==> src/hw/pmic_flag_pkg.sv <==
/*
 * Constants for the main-domain status flag bank: register indices,
 * field positions, reset values and the monitor source code table.
 * Assumes the register data word is the 16-bit payload of one serial
 * register access, with payload bit 0 standing for register bit 8.
 */
// Summary of operation
// - Regulator event flags set sticky, write one clears
// - Invalid main access sets sticky error flag
// - Checksum failure sets sticky error flag
// - First wake input level read live
// - Second wake input level read live
// - Clock watchdog bit high when clock in range
// - Each regulator has live on/off bit
// - First monitor source decoded by eight-code table
// - Other monitors same table, reset to external
// - Monitor fields contiguous at bits 8 to 19
package pmic_flag_pkg;

    localparam int unsigned DATA_W = 16;
    localparam int unsigned ADDR_W = 2;
    localparam int unsigned SEL_W  = 3;
    localparam int unsigned MON_N  = 4;
    localparam int unsigned SRC_N  = 8;

    // Register indices on the access port
    localparam logic [ADDR_W-1:0] IDX_FLAGS_TWO   = 2'h0;
    localparam logic [ADDR_W-1:0] IDX_FLAGS_THREE = 2'h1;
    localparam logic [ADDR_W-1:0] IDX_MON_ASSIGN  = 2'h2;

    // Event flags two, payload positions of register bits 20..23
    localparam int unsigned POS_STEP_UP_UV   = 12;
    localparam int unsigned POS_BIAS_UV      = 13;
    localparam int unsigned POS_SELFTEST     = 14;
    localparam int unsigned POS_CENTRAL_TEMP = 15;
    localparam int unsigned EVT_LSB          = 12;
    localparam int unsigned EVT_N            = 4;

    // Event flags three
    localparam int unsigned POS_ACCESS_ERR  = 0;
    localparam int unsigned POS_CRC_ERR     = 1;
    localparam int unsigned POS_WAKE_ONE    = 2;
    localparam int unsigned POS_WAKE_TWO    = 3;
    localparam int unsigned POS_CLK_OK      = 6;
    localparam int unsigned POS_REG_STATE   = 7;
    localparam int unsigned REG_N           = 9;

    // Monitor assignment register
    localparam int unsigned POS_MON_SEL     = 0;

    localparam logic [DATA_W-1:0] RST_FLAGS   = 16'h0000;
    localparam logic [DATA_W-1:0] RST_MON     = 16'h0000;
    localparam logic [SEL_W-1:0]  RST_SEL     = 3'h0;
    localparam logic [SRC_N-1:0]  RST_ONEHOT  = 8'h01;

    // Monitor source codes
    localparam logic [SEL_W-1:0] SRC_EXTERNAL     = 3'h0;
    localparam logic [SEL_W-1:0] SRC_PRE_REG      = 3'h1;
    localparam logic [SEL_W-1:0] SRC_LINEAR_ONE   = 3'h2;
    localparam logic [SEL_W-1:0] SRC_LINEAR_TWO   = 3'h3;
    localparam logic [SEL_W-1:0] SRC_STEP_DOWN3   = 3'h4;
    localparam logic [SEL_W-1:0] SRC_STEP_UP      = 3'h5;
    localparam logic [SEL_W-1:0] SRC_LINEAR_THREE = 3'h6;
    localparam logic [SEL_W-1:0] SRC_STEP_DOWN2   = 3'h7;

    // One-hot source bit positions
    localparam int unsigned SH_EXTERNAL     = 0;
    localparam int unsigned SH_PRE_REG      = 1;
    localparam int unsigned SH_LINEAR_ONE   = 2;
    localparam int unsigned SH_LINEAR_TWO   = 3;
    localparam int unsigned SH_STEP_DOWN3   = 4;
    localparam int unsigned SH_STEP_UP      = 5;
    localparam int unsigned SH_LINEAR_THREE = 6;
    localparam int unsigned SH_STEP_DOWN2   = 7;

endpackage

==> src/hw/monitor_source_decode.sv <==
/*
 * Registered decoder from one monitor channel's 3-bit source code to a
 * one-hot regulator select.
 * Assumes the code comes from logic on the same clock.
 */
module monitor_source_decode (
    input  wire logic                              sys_clk,    // 25 MHz clock
    input  wire logic                              rst_n,      // Async reset
    input  wire logic                              clk_en,     // Freeze when low
    input  wire logic [pmic_flag_pkg::SEL_W-1:0]   source_sel, // Source code
    output logic      [pmic_flag_pkg::SRC_N-1:0]   source_hot  // One-hot select
);

    logic [pmic_flag_pkg::SRC_N-1:0] nxt_hot;

    always_comb begin
        nxt_hot = '0;
        case (source_sel)
            pmic_flag_pkg::SRC_EXTERNAL:     nxt_hot[pmic_flag_pkg::SH_EXTERNAL]     = 1'b1;
            pmic_flag_pkg::SRC_PRE_REG:      nxt_hot[pmic_flag_pkg::SH_PRE_REG]      = 1'b1;
            pmic_flag_pkg::SRC_LINEAR_ONE:   nxt_hot[pmic_flag_pkg::SH_LINEAR_ONE]   = 1'b1;
            pmic_flag_pkg::SRC_LINEAR_TWO:   nxt_hot[pmic_flag_pkg::SH_LINEAR_TWO]   = 1'b1;
            pmic_flag_pkg::SRC_STEP_DOWN3:   nxt_hot[pmic_flag_pkg::SH_STEP_DOWN3]   = 1'b1;
            pmic_flag_pkg::SRC_STEP_UP:      nxt_hot[pmic_flag_pkg::SH_STEP_UP]      = 1'b1;
            pmic_flag_pkg::SRC_LINEAR_THREE: nxt_hot[pmic_flag_pkg::SH_LINEAR_THREE] = 1'b1;
            pmic_flag_pkg::SRC_STEP_DOWN2:   nxt_hot[pmic_flag_pkg::SH_STEP_DOWN2]   = 1'b1;
            default:                         nxt_hot[pmic_flag_pkg::SH_EXTERNAL]     = 1'b1;
        endcase
    end

    always_ff @(posedge sys_clk or negedge rst_n) begin
        if (!rst_n) begin
            source_hot <= pmic_flag_pkg::RST_ONEHOT;
        end else if (clk_en) begin
            source_hot <= nxt_hot;
        end
    end

endmodule

==> src/hw/pmic_status_flag_bank.sv <==
/*
 * Main-domain status flag bank: sticky event flags of register two's top
 * nibble, event flags three with live wake and regulator states, and the
 * voltage monitor source assignment register.
 * Assumes the serial front end on the same clock delivers decoded
 * register accesses as one-cycle strobes and reports frame errors as
 * one-cycle pulses; analog status levels arrive asynchronously.
 */
module pmic_status_flag_bank (
    input  wire logic                                   sys_clk,          // 25 MHz clock
    input  wire logic                                   rst_n,            // Power-on reset
    input  wire logic                                   clk_en,           // Freeze when low
    // Register access port from serial front end
    input  wire logic                                   reg_wr,           // Write strobe
    input  wire logic                                   reg_rd,           // Read strobe
    input  wire logic [pmic_flag_pkg::ADDR_W-1:0]       reg_idx,          // Register index
    input  wire logic [pmic_flag_pkg::DATA_W-1:0]       reg_wdata,        // Write payload
    output logic      [pmic_flag_pkg::DATA_W-1:0]       reg_rdata,        // Read payload
    output logic                                        reg_rvalid,       // Read data valid
    // Serial front end error pulses, same clock
    input  wire logic                                   access_err_pulse, // Invalid access
    input  wire logic                                   crc_err_pulse,    // Frame CRC failed
    // Asynchronous status levels
    input  wire logic                                   step_up_uv,       // Step-up undervoltage
    input  wire logic                                   bias_uv,          // Bias undervoltage
    input  wire logic                                   selftest_fail,    // Thermal self-test bad
    input  wire logic                                   central_hot,      // Central die thermal
    input  wire logic                                   wake_input_one,   // Wake pin one
    input  wire logic                                   wake_input_two,   // Wake pin two
    input  wire logic                                   ext_clock_ok,     // Clock monitor good
    input  wire logic [pmic_flag_pkg::REG_N-1:0]        regulator_on,     // Regulators on, LSB linear_three
    // Monitor source selects, one-hot per channel
    output logic      [pmic_flag_pkg::SRC_N*pmic_flag_pkg::MON_N-1:0] monitor_source_hot // Selects
);

    localparam int unsigned ASYNC_N = pmic_flag_pkg::EVT_N + 3 + pmic_flag_pkg::REG_N;

    logic [ASYNC_N-1:0]                  meta_ff;
    logic [ASYNC_N-1:0]                  sync_ff;
    logic [pmic_flag_pkg::EVT_N-1:0]     evt_flag_ff;
    logic [pmic_flag_pkg::EVT_N-1:0]     nxt_evt_flag;
    logic                                access_err_ff;
    logic                                crc_err_ff;
    logic [pmic_flag_pkg::SEL_W*pmic_flag_pkg::MON_N-1:0] mon_sel_ff;
    logic [pmic_flag_pkg::DATA_W-1:0]    nxt_rdata;

    wire logic [ASYNC_N-1:0] async_in = {regulator_on, ext_clock_ok, wake_input_two,
                                         wake_input_one, central_hot, selftest_fail,
                                         bias_uv, step_up_uv};

    wire logic [pmic_flag_pkg::EVT_N-1:0] evt_now  = sync_ff[pmic_flag_pkg::EVT_N-1:0];
    wire logic                            wake_one = sync_ff[pmic_flag_pkg::EVT_N];
    wire logic                            wake_two = sync_ff[pmic_flag_pkg::EVT_N+1];
    wire logic                            clk_ok   = sync_ff[pmic_flag_pkg::EVT_N+2];
    wire logic [pmic_flag_pkg::REG_N-1:0] reg_live = sync_ff[ASYNC_N-1:pmic_flag_pkg::EVT_N+3];

    wire logic wr_two   = reg_wr && (reg_idx == pmic_flag_pkg::IDX_FLAGS_TWO);
    wire logic wr_three = reg_wr && (reg_idx == pmic_flag_pkg::IDX_FLAGS_THREE);
    wire logic wr_mon   = reg_wr && (reg_idx == pmic_flag_pkg::IDX_MON_ASSIGN);

    // Only one bits clear; zeros leave the flag alone
    wire logic [pmic_flag_pkg::EVT_N-1:0] evt_clr = wr_two ?
        reg_wdata[pmic_flag_pkg::EVT_LSB +: pmic_flag_pkg::EVT_N] : '0;
    wire logic acc_clr = wr_three && reg_wdata[pmic_flag_pkg::POS_ACCESS_ERR];
    wire logic crc_clr = wr_three && reg_wdata[pmic_flag_pkg::POS_CRC_ERR];

    // Set wins over a simultaneous clear so a persisting event is kept
    assign nxt_evt_flag = (evt_flag_ff & ~evt_clr) | evt_now;

    wire logic [pmic_flag_pkg::DATA_W-1:0] flags_two_word =
        {evt_flag_ff, {pmic_flag_pkg::EVT_LSB{1'b0}}};

    wire logic [pmic_flag_pkg::DATA_W-1:0] flags_three_word =
        {reg_live, clk_ok, 2'b00, wake_two, wake_one, crc_err_ff, access_err_ff};

    // Fields packed from bit 0 upward; unused upper bits read zero
    wire logic [pmic_flag_pkg::DATA_W-1:0] mon_word =
        {{(pmic_flag_pkg::DATA_W-pmic_flag_pkg::SEL_W*pmic_flag_pkg::MON_N){1'b0}},
         mon_sel_ff};

    always_comb begin
        case (reg_idx)
            pmic_flag_pkg::IDX_FLAGS_TWO:   nxt_rdata = flags_two_word;
            pmic_flag_pkg::IDX_FLAGS_THREE: nxt_rdata = flags_three_word;
            pmic_flag_pkg::IDX_MON_ASSIGN:  nxt_rdata = mon_word;
            default:                        nxt_rdata = '0;
        endcase
    end

    // Two-stage synchroniser for all analog and pin levels
    always_ff @(posedge sys_clk or negedge rst_n) begin
        if (!rst_n) begin
            meta_ff <= '0;
            sync_ff <= '0;
        end else if (clk_en) begin
            meta_ff <= async_in;
            sync_ff <= meta_ff;
        end
    end

    always_ff @(posedge sys_clk or negedge rst_n) begin
        if (!rst_n) begin
            evt_flag_ff <= pmic_flag_pkg::RST_FLAGS[pmic_flag_pkg::EVT_LSB +: pmic_flag_pkg::EVT_N];
        end else if (clk_en) begin
            evt_flag_ff <= nxt_evt_flag;
        end
    end

    // Error flags: a new error in the clearing cycle survives
    always_ff @(posedge sys_clk or negedge rst_n) begin
        if (!rst_n) begin
            access_err_ff <= 1'b0;
            crc_err_ff    <= 1'b0;
        end else if (clk_en) begin
            access_err_ff <= (access_err_ff && !acc_clr) || access_err_pulse;
            crc_err_ff    <= (crc_err_ff && !crc_clr) || crc_err_pulse;
        end
    end

    always_ff @(posedge sys_clk or negedge rst_n) begin
        if (!rst_n) begin
            mon_sel_ff <= pmic_flag_pkg::RST_MON[pmic_flag_pkg::SEL_W*pmic_flag_pkg::MON_N-1:0];
        end else if (clk_en && wr_mon) begin
            mon_sel_ff <= reg_wdata[pmic_flag_pkg::SEL_W*pmic_flag_pkg::MON_N-1:0];
        end
    end

    always_ff @(posedge sys_clk or negedge rst_n) begin
        if (!rst_n) begin
            reg_rdata  <= pmic_flag_pkg::RST_FLAGS;
            reg_rvalid <= 1'b0;
        end else if (clk_en) begin
            reg_rvalid <= reg_rd;
            if (reg_rd) begin
                reg_rdata <= nxt_rdata;
            end
        end
    end

    genvar ch;
    generate
        for (ch = 0; ch < pmic_flag_pkg::MON_N; ch++) begin : g_mon
            monitor_source_decode u_dec (
                .sys_clk    (sys_clk),
                .rst_n      (rst_n),
                .clk_en     (clk_en),
                .source_sel (mon_sel_ff[ch*pmic_flag_pkg::SEL_W +: pmic_flag_pkg::SEL_W]),
                .source_hot (monitor_source_hot[ch*pmic_flag_pkg::SRC_N +: pmic_flag_pkg::SRC_N])
            );
        end
    endgenerate

endmodule

==> config.mk <==
export PLATFORM = sky130hd
export DESIGN_NAME = pmic_status_flag_bank
export DESIGN_NICKNAME = d
export VERILOG_FILES = /design/src/hw/pmic_flag_pkg.sv /design/src/hw/monitor_source_decode.sv /design/src/hw/pmic_status_flag_bank.sv
export SDC_FILE = /design/constraint.sdc
export NUM_CORES = 1
export LEC_CHECK = 0
export ABC_AREA = 1
export BUFFER_PORTS_ARGS = -buffer_cell sky130_fd_sc_hd__buf_4
export CAP_MARGIN = 20
export CORE_AREA = 4 4 97 99
export CTS_CLUSTER_SIZE = 20
export DETAILED_ROUTE_END_ITERATION = 10
export DIE_AREA = 0 0 101 103
export HOLD_SLACK_MARGIN = 0.15
export MAX_ROUTING_LAYER = met4
export PLACE_DENSITY = 0.82
export SLEW_MARGIN = 20
export SYNTH_ARGS = -nofsm -noshare
export SYNTH_HDL_FRONTEND = slang
export SYNTH_SLANG_ARGS = --single-unit
==> constraint.sdc <==
create_clock -name sys_clk -period 0.9 [get_ports sys_clk]
set_clock_uncertainty 0.2 [all_clocks]
set_input_delay 0.27 -clock sys_clk [delete_from_list [all_inputs] [get_ports sys_clk]]
set_output_delay 0.27 -clock sys_clk [all_outputs]
set_load 0.05 [all_outputs]
==> results.sh <==
export IMPL_outcome="complete, but fails checks"
export IMPL_failed_checks="negative hold slack, negative setup slack"
export IMPL_die_y_microns=103
export IMPL_die_w_microns=101
export IMPL_final_nets=629
export IMPL_clk_path_buf_depth=2
export IMPL_htreeDepth=3
export IMPL_fin_area_sq_um=6470
export IMPL_setup_worst_path_end_class="output pin"
export IMPL_synthCells=444
export IMPL_drtIter0Drc=254
export IMPL_cp_start_kind="flop"
export IMPL_slowest_stage="dfstp_2"
export IMPL_worstReg2RegStart="g_mon[2].u_dec.source_hot[0]"
export IMPL_critPathKind="reg2out"
export IMPL_use_met2_pct=39.7
export IMPL_drv_slew=0
export IMPL_dieArea_sq_um=10400
export IMPL_power_density_nw_per_um2=2140
export IMPL_grt_pass1_vias=3800
export IMPL_via_per_inst=5.58
export IMPL_antenna_found_initial=0
export IMPL_wl_mm=14.2
export IMPL_syn_to_final_growth_pct=59.6
export IMPL_cp_required_ns=0.43
export IMPL_synth_area_leaders="dfrtp_1, nand2_1, nand3_1"
export IMPL_drc=0
export IMPL_port_buffers=89
export IMPL_synth_top_cell_by_area="dfrtp_1"
export IMPL_slew_headroom_pct=81.8
export IMPL_fin_ws_ns=-0.688
export IMPL_leakagePower_nw=3.07
export IMPL_fp_row_count=34
export IMPL_synth_seq_cells=99
export IMPL_arrival_ns=1.12
export IMPL_numCtsBuffers=9
export IMPL_syn_nets=485
export IMPL_start_util_pct=47.4
export IMPL_detail_route_first_pass_iterations=6
export IMPL_coreArea_sq_um=8550
export IMPL_crit_family="flip-flops"
export IMPL_clock_sinks=99
export IMPL_hold_class="in2async"
export IMPL_hpwl_mm=7.36
export IMPL_drv_cap=0
export IMPL_gr_total_overflow=0
export IMPL_cts_tree="yes"
export IMPL_clock_root_buffer="clkbuf_8"
export IMPL_clk_pin_slew_worst_paths_ns=0.12
export IMPL_synth_top_area_share_pct=58.6
export IMPL_fmaxAchievable_mhz=630
export IMPL_final_antenna_net_count=0
export IMPL_post_route_period_util_pct=176
export IMPL_critPathMaxFanout=2
export IMPL_rsz0062_at_grt="yes"
export IMPL_critPathBufInv=1
export IMPL_fin_total_pwr_mw=13.8
export IMPL_place_area_sq_um=5150
export IMPL_postLayoutCoreUtil_pct=75.7
export IMPL_grt_usage_pct=23.6
export IMPL_tightest_slew_ns=0.272
export IMPL_hold_viol=126
export IMPL_critical_path_startpoint="g_mon[2].u_dec.source_hot[0]"
export IMPL_grt_pass1_wl_mm=18.3
export IMPL_grt_start_max_net_pins=44
export IMPL_syn_area_per_cell_sq_um=9.13
export IMPL_yosys_warnings=0
export IMPL_clk_latency_ns=0.38
export IMPL_gp_congestion=0.831
export IMPL_path_cells="buf_8"
export IMPL_worst_path_largest_cell_delay_ns=0.59
export IMPL_avgRoutedWirePerCell_microns=20.3
export IMPL_use_met1_pct=27.8
export IMPL_layout_drive_gt1_share_pct=59.4
export IMPL_timing_hold_ws_ns=-0.303
export IMPL_dr_total_vias=3915
export IMPL_synth_cell_types=19
export IMPL_num_antenna_cells=0
export IMPL_peakVddDrop_uv=1260
export IMPL_synth_seq_area_share_pct=61.2
export IMPL_fin_tns_setup_ns=-34.13
export IMPL_finalSetupViolCount=114
export IMPL_ioPinCount=90
export IMPL_period_needed_ns=1.59
export IMPL_grt_use_met3_pct=3.86
export IMPL_synth_area_sq_um=4050
export IMPL_grt_busiest_layer="met2"
## registers in the layout (all words and copies together), names as in the netlist
name / count
reg_rdata: 16
g_mon.u_dec.source_hot: 32
crc_err_ff: 1
access_err_ff: 1
sync_ff: 16
evt_flag_ff: 4
meta_ff: 16
reg_rvalid: 1
mon_sel_ff: 12
## logic make-up (layout without fill, tap and decap cells)
kind of cell    Yosys count  in the layout  synth area share (%)
compound gates           67             67                  9.26
buf+inv                  85            234                  9.14
flops                    99             99                  61.2
simple gates            193            193                  20.4
## per-stage QoR
stage | instances | setup slack (ns)
floorplan | 444 | -0.242
global placement | 654 | -0.354
detailed placement | 654 | -0.389
CTS | 690 | -0.656
global route | 701 | -0.703
finish | 701 | -0.688
## layer usage
metal	wire length, microns	vias to the layer above
li1	-	1706
met2	7240	233
met4	991	0
met3	841	89
met1	5180	1887
met5	0	-
## cell type report
| type | count | area (sq um) |
|---|---|---|
| flip-flops and latches | 99 | 2550 |
| fillers | 497 | 2080 |
| multi-input cells | 260 | 1700 |
| repair buffers | 153 | 1550 |
| clock inverters | 5 | 108 |
| well taps | 108 | 135 |
| clock buffers | 11 | 141 |
| inverters | 65 | 282 |
## final timing paths
check,cells after the start,to,slack (ns)
min in group sys_clk,3,meta_ff[15],-0.09
setup / recovery,1,monitor_source_hot[16],-0.69
setup reg to reg,3,g_mon[2].u_dec.source_hot[0],-0.26
hold reg to reg,2,g_mon[0].u_dec.source_hot[0],0.30
max in group asynchronous,2,g_mon[0].u_dec.source_hot[0],0.56
hold / removal,2,mon_sel_ff[9],-0.30
## cell usage after synthesis, drive strengths merged
library cell,n
nand2,126
nor2,21
a21oi,16
dfstp,4
buf,19
o21ai,19
inv,65
dfrtp,95
clkbuf,1
o22ai,32
nand3,46
## repair_timing
item,in CTS,in global routing
resized for setup,125,111
endpoints found under the setup margin,95,125
setup buffers,20,14
hold endpoints to repair,144,139
pin swaps,39,47
## placed cells by master, fill, tap and decap left out
master and count:
a21oi_1 16, buf_12 7, buf_4 66, buf_6 76, buf_8 4, bufinv_16 3
clkbuf_1 1, clkbuf_8 10, clkinv_4 1, dfrtp_1 40, dfrtp_2 55, dfstp_2 4
inv_1 41, inv_2 14, inv_4 7, inv_6 2, inv_8 2, nand2_1 74
nand2_2 34, nand2_4 16, nand2_8 2, nand3_1 35, nand3_2 11, nor2_1 16
nor2_4 4, nor2_8 1, o21ai_1 18, o21ai_2 1, o22ai_2 32
## power by group
part / internal (mW) / leakage (nW) / switching (mW)
Clock: 1.94 / 0.124 / 1.68
Sequential: 5.11 / 1.15 / 0.608
Combinational: 1.86 / 1.79 / 2.65
Total: 8.91 / 3.07 / 4.93
No activity file was read; power rests on OpenSTA's default activity.
